===== config.mk =====
export PLATFORM = sky130hd
export DESIGN_NAME = qpss_slave
export DESIGN_NICKNAME = d
export VERILOG_FILES = /design/src/core/qpss_pkg.sv /design/src/core/qpss_slave.sv
export SDC_FILE = /design/constraint.sdc
export NUM_CORES = 2
export LEC_CHECK = 0
export BUFFER_PORTS_ARGS = -buffer_cell sky130_fd_sc_hd__buf_2
export CAP_MARGIN = 25
export CORE_AREA = 2 2 229 231
export CTS_CLUSTER_DIAMETER = 30
export DETAILED_ROUTE_END_ITERATION = 8
export DIE_AREA = 0 0 231 233
export GPL_TIMING_DRIVEN = 0
export PLACE_DENSITY = 0.74
export SLEW_MARGIN = 0
export SYNTH_ARGS = -nofsm -noshare
export SYNTH_HDL_FRONTEND = slang
export SYNTH_SLANG_ARGS = --single-unit

===== constraint.sdc =====
create_clock -name core_clk -period 25.2 [get_ports core_clk]
set_input_delay 1.26 -clock core_clk [delete_from_list [all_inputs] [get_ports core_clk]]
set_output_delay 1.26 -clock core_clk [all_outputs]
set_load 0.05 [all_outputs]

===== src/core/qpss_pkg.sv =====
// Purpose: Constants for the quad pot serial slave
// Assumes: core_clk at 100 MHz
// Notes: Times are in microseconds, counts in core_clk cycles
package qpss_pkg;
  localparam int CLK_MHZ = 100;
  localparam int NV_WRITE_TIME_US = 5000;
  localparam int NV_WRITE_MAX_US = 10000;
  localparam int NV_WRITE_CYCLES = NV_WRITE_TIME_US * CLK_MHZ;
  localparam int WIPER_SETTLE_DELAY_US = 1;
  localparam int WIPER_SETTLE_CYCLES = WIPER_SETTLE_DELAY_US * CLK_MHZ;
  localparam logic [3:0] DEV_TYPE_CODE = 4'h0; // Arbitrary device-type value
  localparam logic [3:0] OP_RD_WCR = 4'h9;
  localparam logic [3:0] OP_WR_WCR = 4'ha;
  localparam logic [3:0] OP_RD_DR = 4'hb;
  localparam logic [3:0] OP_WR_DR = 4'hc;
  localparam logic [3:0] OP_DR2WC = 4'hd;
  localparam logic [3:0] OP_WC2DR = 4'he;
  localparam logic [3:0] OP_GDR2WC = 4'h1;
  localparam logic [3:0] OP_GWC2DR = 4'h8;
  localparam logic [3:0] OP_INCDEC = 4'h2;
  localparam int CASCADE_ENABLE_BIT = 7;
  localparam int WIPER_DISABLE_BIT = 6;
  localparam logic [5:0] TAP_TOP = 6'h3f;
  localparam logic [7:0] DR_RESET = 8'h00;
  typedef enum logic [6:0] {
    QPSS_IDLE = 7'h01,
    QPSS_ADDR = 7'h02,
    QPSS_INSTR = 7'h04,
    QPSS_WDATA = 7'h08,
    QPSS_RDATA = 7'h10,
    QPSS_STEP = 7'h20,
    QPSS_WAIT = 7'h40
  } qpss_state_t;
endpackage : qpss_pkg


===== src/core/qpss_slave.sv =====
// Purpose: Two-wire slave and instruction handler for a quad pot
// Assumes: Bus lines asynchronous to core_clk, sampled through two flops
// Notes: Data registers are held in flops; nonvolatile write is timed only
`timescale 1ns/1ps
module qpss_slave
  import qpss_pkg::*;
#(
  parameter int NV_CYCLES = NV_WRITE_CYCLES,
  parameter int SETTLE_CYCLES = WIPER_SETTLE_CYCLES
) (
  input wire logic core_clk,
  input wire logic sys_rst,
  input wire logic sclIn,
  input wire logic sdaIn,
  output logic sdaOut,
  output logic sdaOe,
  input wire logic [3:0] deviceAddrPins,
  output logic [63:0] tapSelect [4],
  output logic [3:0] wiperEnable,
  output logic [3:0] cascadeEnable,
  output logic nvBusy
);
  // Settle counters are 16 bits wide
  if (NV_CYCLES < 1 || NV_CYCLES > NV_WRITE_MAX_US * CLK_MHZ ||
      SETTLE_CYCLES < 1 || SETTLE_CYCLES > 65536) begin : g_bad_timing
    $error("qpss_slave: bad timing parameters");
  end

  // ****************************************
  // Bus sampling and condition detect
  // ****************************************
  logic [1:0] sclSync_q;
  logic [1:0] sdaSync_q;
  logic sclPrev_q;
  logic sdaPrev_q;
  logic [3:0] addrMeta_q;
  logic [3:0] addrPins_q;
  always_ff @(posedge core_clk or posedge sys_rst) begin
    if (sys_rst) begin
      sclSync_q <= 2'h3;
      sdaSync_q <= 2'h3;
      sclPrev_q <= 1'b1;
      sdaPrev_q <= 1'b1;
      addrMeta_q <= 4'h0;
      addrPins_q <= 4'h0;
    end else begin
      sclSync_q <= {sclSync_q[0], sclIn};
      sdaSync_q <= {sdaSync_q[0], sdaIn};
      sclPrev_q <= sclSync_q[1];
      sdaPrev_q <= sdaSync_q[1];
      addrMeta_q <= deviceAddrPins;
      addrPins_q <= addrMeta_q;
    end
  end
  logic scl;
  logic sda;
  logic sclRise;
  logic sclFall;
  logic startCond;
  logic stopCond;
  assign scl = sclSync_q[1];
  assign sda = sdaSync_q[1];
  assign sclRise = scl && !sclPrev_q;
  assign sclFall = !scl && sclPrev_q;
  assign startCond = scl && sclPrev_q && sdaPrev_q && !sda;
  assign stopCond = scl && sclPrev_q && !sdaPrev_q && sda;

  // ****************************************
  // Byte engine and sequencer
  // ****************************************
  qpss_state_t state_q;
  logic [3:0] bitCnt_q;
  logic [7:0] shift_q;
  logic [7:0] instr_q;
  logic [7:0] txByte_q;
  logic ackPhase_q;
  logic ackDrive_q;
  logic txDrive_q;
  logic nvPending_q;
  logic [7:0] wiperCounter [4];
  logic [7:0] potDataRegisters [4][4];
  logic [31:0] nvCnt_q;
  logic inputsOff;
  logic [3:0] opcode;
  logic [1:0] potSel;
  logic [1:0] regSel;
  logic byteDone;
  logic [7:0] rxByte;
  assign opcode = instr_q[7:4];
  assign potSel = instr_q[3:2];
  assign regSel = instr_q[1:0];
  assign inputsOff = nvBusy;
  assign byteDone = sclRise && (bitCnt_q == 4'h7) && !ackPhase_q;
  assign rxByte = {shift_q[6:0], sda};

  function automatic logic isNvOp(input logic [3:0] op);
    return op == OP_WR_DR || op == OP_WC2DR || op == OP_GWC2DR;
  endfunction : isNvOp

  function automatic logic [7:0] stepWiper(input logic [7:0] w, input logic up);
    logic [5:0] t;
    t = w[5:0];
    if (up && t != TAP_TOP) begin
      t = t + 6'h01;
    end else if (!up && t != 6'h00) begin
      t = t - 6'h01;
    end
    return {w[7:6], t};
  endfunction : stepWiper

  always_ff @(posedge core_clk or posedge sys_rst) begin
    if (sys_rst) begin
      state_q <= QPSS_IDLE;
      bitCnt_q <= 4'h0;
      shift_q <= 8'h00;
      instr_q <= 8'h00;
      ackPhase_q <= 1'b0;
      nvPending_q <= 1'b0;
    end else if (startCond) begin
      state_q <= QPSS_ADDR;
      bitCnt_q <= 4'h0;
      ackPhase_q <= 1'b0;
    end else if (stopCond) begin
      state_q <= QPSS_IDLE;
      nvPending_q <= 1'b0;
    end else begin
      case (state_q)
        QPSS_IDLE, QPSS_WAIT: begin
        end
        QPSS_STEP: begin
        end
        default: begin
          if (sclRise && !ackPhase_q) begin
            shift_q <= rxByte;
            bitCnt_q <= bitCnt_q + 4'h1;
          end else if (sclRise) begin
            // Count the ninth clock so the ack bit is never shifted in
            bitCnt_q <= 4'h9;
          end
          if (byteDone) begin
            ackPhase_q <= 1'b1;
            case (state_q)
              QPSS_ADDR: begin
                if (rxByte != {DEV_TYPE_CODE, addrPins_q} || inputsOff) begin
                  state_q <= QPSS_WAIT;
                end
              end
              QPSS_INSTR: instr_q <= rxByte;
              QPSS_WDATA: nvPending_q <= isNvOp(opcode);
              default: begin
              end
            endcase
          end
          if (sclFall && ackPhase_q && bitCnt_q == 4'h9) begin
            ackPhase_q <= 1'b0;
            bitCnt_q <= 4'h0;
            case (state_q)
              QPSS_ADDR: state_q <= QPSS_INSTR;
              QPSS_INSTR: begin
                case (opcode)
                  OP_WR_WCR, OP_WR_DR: state_q <= QPSS_WDATA;
                  OP_RD_WCR, OP_RD_DR: state_q <= QPSS_RDATA;
                  OP_INCDEC: state_q <= QPSS_STEP;
                  OP_DR2WC, OP_GDR2WC: state_q <= QPSS_WAIT;
                  OP_WC2DR, OP_GWC2DR: begin
                    state_q <= QPSS_WAIT;
                    nvPending_q <= 1'b1;
                  end
                  default: state_q <= QPSS_WAIT;
                endcase
              end
              default: state_q <= QPSS_WAIT;
            endcase
          end
        end
      endcase
    end
  end

  // Ack window runs from the fall after bit 8 to the fall after bit 9
  always_ff @(posedge core_clk or posedge sys_rst) begin
    if (sys_rst) begin
      ackDrive_q <= 1'b0;
    end else if (startCond || stopCond) begin
      ackDrive_q <= 1'b0;
    end else if (sclFall && ackDrive_q) begin
      ackDrive_q <= 1'b0;
    end else if (sclFall && ackPhase_q && bitCnt_q == 4'h8 && state_q != QPSS_WAIT) begin
      ackDrive_q <= state_q != QPSS_RDATA;
    end
  end

  // Read data: first bit placed on the fall closing the instruction ack
  always_ff @(posedge core_clk or posedge sys_rst) begin
    if (sys_rst) begin
      txByte_q <= 8'h00;
      txDrive_q <= 1'b0;
    end else if (startCond || stopCond) begin
      txDrive_q <= 1'b0;
    end else if (sclFall && state_q == QPSS_INSTR && ackPhase_q && bitCnt_q == 4'h9 &&
                 (opcode == OP_RD_WCR || opcode == OP_RD_DR)) begin
      txByte_q <= (opcode == OP_RD_WCR) ? wiperCounter[potSel] : potDataRegisters[potSel][regSel];
      txDrive_q <= 1'b1;
    end else if (sclFall && state_q == QPSS_RDATA && !ackPhase_q) begin
      txByte_q <= {txByte_q[6:0], 1'b0};
      txDrive_q <= bitCnt_q != 4'h8;
    end else if (sclFall && state_q == QPSS_RDATA) begin
      txDrive_q <= 1'b0;
    end
  end

  // ****************************************
  // Registers, stepping and nonvolatile timer
  // ****************************************
  logic stepPulse_q;
  always_ff @(posedge core_clk or posedge sys_rst) begin
    if (sys_rst) begin
      stepPulse_q <= 1'b0;
    end else begin
      stepPulse_q <= state_q == QPSS_STEP && sclRise;
    end
  end
  logic sdaAtRise_q;
  always_ff @(posedge core_clk or posedge sys_rst) begin
    if (sys_rst) begin
      sdaAtRise_q <= 1'b0;
    end else if (sclRise) begin
      sdaAtRise_q <= sda;
    end
  end

  always_ff @(posedge core_clk or posedge sys_rst) begin
    if (sys_rst) begin
      for (int p = 0; p < 4; p++) begin
        for (int r = 0; r < 4; r++) begin
          potDataRegisters[p][r] <= DR_RESET;
        end
        wiperCounter[p] <= DR_RESET;
      end
    end else begin
      // A stop or start ends stepping, so a held-high line during stop is not a step
      if (stepPulse_q && !stopCond && !startCond) begin
        wiperCounter[potSel] <= stepWiper(wiperCounter[potSel], sdaAtRise_q);
      end
      if (sclFall && ackPhase_q && bitCnt_q == 4'h9) begin
        if (state_q == QPSS_INSTR) begin
          case (opcode)
            OP_DR2WC: wiperCounter[potSel] <= potDataRegisters[potSel][regSel];
            OP_GDR2WC: begin
              for (int p = 0; p < 4; p++) begin
                wiperCounter[p] <= potDataRegisters[p][regSel];
              end
            end
            OP_WC2DR: potDataRegisters[potSel][regSel] <= wiperCounter[potSel];
            OP_GWC2DR: begin
              for (int p = 0; p < 4; p++) begin
                potDataRegisters[p][regSel] <= wiperCounter[p];
              end
            end
            default: begin
            end
          endcase
        end else if (state_q == QPSS_WDATA) begin
          if (opcode == OP_WR_WCR) begin
            wiperCounter[potSel] <= shift_q;
          end else begin
            potDataRegisters[potSel][regSel] <= shift_q;
          end
        end
      end
    end
  end

  always_ff @(posedge core_clk or posedge sys_rst) begin
    if (sys_rst) begin
      nvCnt_q <= 32'h0;
      nvBusy <= 1'b0;
    end else if (stopCond && nvPending_q && !nvBusy) begin
      nvCnt_q <= 32'(NV_CYCLES);
      nvBusy <= 1'b1;
    end else if (nvBusy) begin
      nvCnt_q <= nvCnt_q - 32'h1;
      nvBusy <= nvCnt_q != 32'h1;
    end
  end

  // ****************************************
  // Pin and tap outputs
  // ****************************************
  always_ff @(posedge core_clk or posedge sys_rst) begin
    if (sys_rst) begin
      sdaOe <= 1'b0;
      sdaOut <= 1'b0;
    end else begin
      sdaOut <= 1'b0;
      sdaOe <= !inputsOff && (ackDrive_q || (txDrive_q && !txByte_q[7]));
    end
  end

  // Settle counters delay the visible tap after a counter change
  logic [15:0] settleCnt_q [4];
  logic [7:0] shownWiper_q [4];
  always_ff @(posedge core_clk or posedge sys_rst) begin
    if (sys_rst) begin
      for (int p = 0; p < 4; p++) begin
        settleCnt_q[p] <= 16'h0;
        shownWiper_q[p] <= DR_RESET;
        tapSelect[p] <= 64'h1;
        wiperEnable[p] <= 1'b1;
        cascadeEnable[p] <= 1'b0;
      end
    end else begin
      for (int p = 0; p < 4; p++) begin
        if (shownWiper_q[p] != wiperCounter[p]) begin
          if (settleCnt_q[p] == 16'(SETTLE_CYCLES - 1)) begin
            shownWiper_q[p] <= wiperCounter[p];
            settleCnt_q[p] <= 16'h0;
          end else begin
            settleCnt_q[p] <= settleCnt_q[p] + 16'h1;
          end
        end else begin
          settleCnt_q[p] <= 16'h0;
        end
        tapSelect[p] <= 64'h1 << shownWiper_q[p][5:0];
        wiperEnable[p] <= !shownWiper_q[p][WIPER_DISABLE_BIT];
        cascadeEnable[p] <= shownWiper_q[p][CASCADE_ENABLE_BIT];
      end
    end
  end
endmodule : qpss_slave


==> results_dict.tcl <==
set metrics [dict create \
    post-route-min-period_ns 4.59 \
    met2_usage 0.557 \
    synth_seq_area_share 0.545 \
    switching_share 0.257 \
    hold_ws_ns 0.344 \
    post-route-util 0.679 \
    core_um2 51100 \
    cp_max_fo 10 \
    clk_pin_slew_worst_paths_ns 0.05 \
    place_congestion 1.01 \
    power_density_nw_per_um2 84.3 \
    insertion_delay_ns 0.68 \
    route.detailed.wl_per_inst_um 25.3 \
    top_usage_layer "met2" \
    violations "design-rule violations" \
    cts_sinks 609 \
    ys_ff_latch 609 \
    cts_resized 0 \
    synth_commonest_cells "dfrtp_1, nor2_1, nand2_1, clkbuf_1, o21ai_0" \
    status "finished, violations left" \
    ys_types 84 \
    first_global_vias 24600 \
    rows 83 \
    vdd_drop_max_v 0.0000841 \
    rsz0062_at_grt "false" \
    first_pass_iters 9 \
    fin_setup_tns_ns 0 \
    async_flop_share 1.00 \
    yosys_warnings 0 \
    grt.total_usage 0.372 \
    finalCritPeriodShare 0.182 \
    leakage_nw 15.4 \
    cts-root-buf "clkbuf_16" \
    h-tree-depth 3 \
    overflow 0 \
    worstMarginPinSlew_ns 1.14 \
    post_cts_buffers 0 \
    timing.hold.worst.class "flop to flop" \
    via_count 24900 \
    syn_nets 2781 \
    switchingPower_mw 0.751 \
    synth_area_leaders "dfrtp_1, nor2_1, mux4_2" \
    setup_viol 0 \
    die_h_um 233 \
    ant_nets 0 \
    dpl_cell_area_um2 30400 \
    fin_ws_ns 20.62 \
    netlist_area_um2 28000 \
    drt-total-wl_um 100000 \
    clockBufferDepth 3 \
    start_kind "flop" \
    cts_tree "built" \
    cp.arrival_ns 5.11 \
    synth_top_area_cell "dfrtp_1" \
    postCtsHoldBufs 0 \
    hold_viol_final 0 \
    first_iter_violations 3160 \
    final_nets 3189 \
    io_pins 275 \
    criticalPathCategory "flop to flop" \
    vias_per_cell 6.29 \
    grt_max_degree 128 \
    yosysMostFrequentCell "dfrtp_1" \
    use_met3 0.111 \
    fin_area_um2 34700 \
    port_buffers 273 \
    maxCapViolations 0 \
    avgSynthCellArea_um2 10.1 \
    synth_top_area_frac 0.531 \
    slew_viol_final 0 \
    syn_inst 2761 \
    maxSlewHeadroom 0.239 \
    area_growth_pct 24.0 \
    dieArea_um2 53800 \
    seqPwrFrac 0.354 \
    antenna_found_initial 2 \
    dp_hpwl_um 69800 \
    p_comb_frac 0.077 \
    clkPwrFrac 0.569 \
    required_ns 25.72 \
    cp-end-kind "flop" \
    grt_first_pass_wirelength_um 150000 \
    fmax_ghz 0.218 \
    finClkSkew_ns 0.0283 \
    ys.flop_type "dfrtp_1" \
    initial_utilization 0.547 \
    num-fill-cells 3898 \
    synth-edff-count 0 \
    cts_buffers 121 \
    drive_above_1_share 0.210 \
    pre_cts_ws_ns 20.92 \
    use_met1 0.488 \
    drc 7 \
    die_x_um 231 \
    p_int_mw 2.17 \
]
==> final cells by class <==
| cell class | count | area (um^2) | area share |
|---|---|---|---|
| sequential | 609 | 15300 | 0.440 |
| multi-input combinational | 1921 | 11800 | 0.340 |
| clock buffer | 150 | 3300 | 0.0951 |
| timing repair buffer | 285 | 1560 | 0.0450 |
| clock inverter | 77 | 995 | 0.0287 |
| tap | 680 | 851 | 0.0245 |
| buffer | 200 | 802 | 0.0231 |
| inverter | 31 | 124 | 0.00357 |
| antenna | 3 | 7.51 | 0.000216 |
==> cell usage in the layout, fill, tap and decap left out, drive strengths merged, types with 26 or more instances in the layout <==
cell    synthesis  final
dfrtp         594    594
nor2          449    449
buf            36    320
clkbuf        164    315
nand2         294    294
o21ai         201    201
a22oi         130    130
a21oi          75     75
nor3           68     68
nand3          66     66
xnor2          63     63
mux2           52     52
mux4           50     50
inv            31     46
a31oi          42     42
xor2           36     36
nand2b         35     35
nor4           28     28
nor2b          26     26
o31ai          26     26
==> registers in the layout, summed over array words and instances, names as in the netlist, 7 cells and up, named ones only <==
signal / count
instr_q: 8
nvCnt_q: 32
potDataRegisters: 128
settleCnt_q: 64
shift_q: 8
shownWiper_q: 32
state_q: 7
tapSelect: 256
txByte_q: 8
==> worst paths after layout <==
kind / startpoint / slack (ns) / cells past startpoint / to
hold / removal: addrMeta_q[2] / 0.34 / 0 / addrPins_q[2]
setup reg to reg: flop / 20.62 / 12 / flop
hold reg to reg: addrMeta_q[2] / 0.34 / 0 / addrPins_q[2]
min in group asynchronous: sys_rst / 0.57 / 2 / settleCnt_q[55]
setup / recovery: flop / 20.62 / 12 / flop
max in group asynchronous: sys_rst / 23.20 / 4 / nvCnt_q[2]
==> stage by stage <==
step | cells | total power, mW
6_report | 3956 | 2.93
4_1_cts | 3950 | 2.92
3_5_place_dp | 3723 | 1.26
3_3_place_gp | 3714 | 1.25
2_1_floorplan | 2761 | 1.16
5_1_grt | 3955 | 3.00
==> per-layer routing <==
layer	wire [um]	up-vias
met5	72	-
met4	5740	2
met3	10800	385
met2	44700	1615
met1	38700	12300
li1	-	10600
==> power by group through the flow <==
stage	Clock [mW]	Sequential (mW)	Combinational, mW
after floorplan	0	1.04	0.119
after global placement	0	1.05	0.200
after detailed placement	0	1.05	0.208
after CTS	1.68	1.03	0.209
after global routing	1.73	1.04	0.231
final	1.67	1.03	0.226
==> cell families (layout without fill, tap and decap cells) <==
logic type	after synthesis	in the layout	synth area share
other	1	4	0.000134
buffers and inverters	231	743	0.0328
DFF	609	609	0.545
muxes	126	126	0.0698
and+or+nand+nor	1084	1084	0.176
AOI/OAI and AO/OA	599	599	0.139
adders and majority gates	12	12	0.00537
xor gates and xnor gates	99	99	0.0310
==> worst max-delay path, cell delays in order (launching register included) <==
cell      delay (ns)
dfrtp_1         0.31
clkbuf_1        0.69
mux4_2          0.44
clkbuf_1        0.68
inv_1           0.40
ha_1            0.35
nand2_1         0.08
o22ai_1         0.12
a31oi_1         0.34
a21oi_1         0.10
xnor2_1         0.55
o221a_2         0.30
o311ai_1        0.08
No activity file was read; power rests on OpenSTA's default activity.
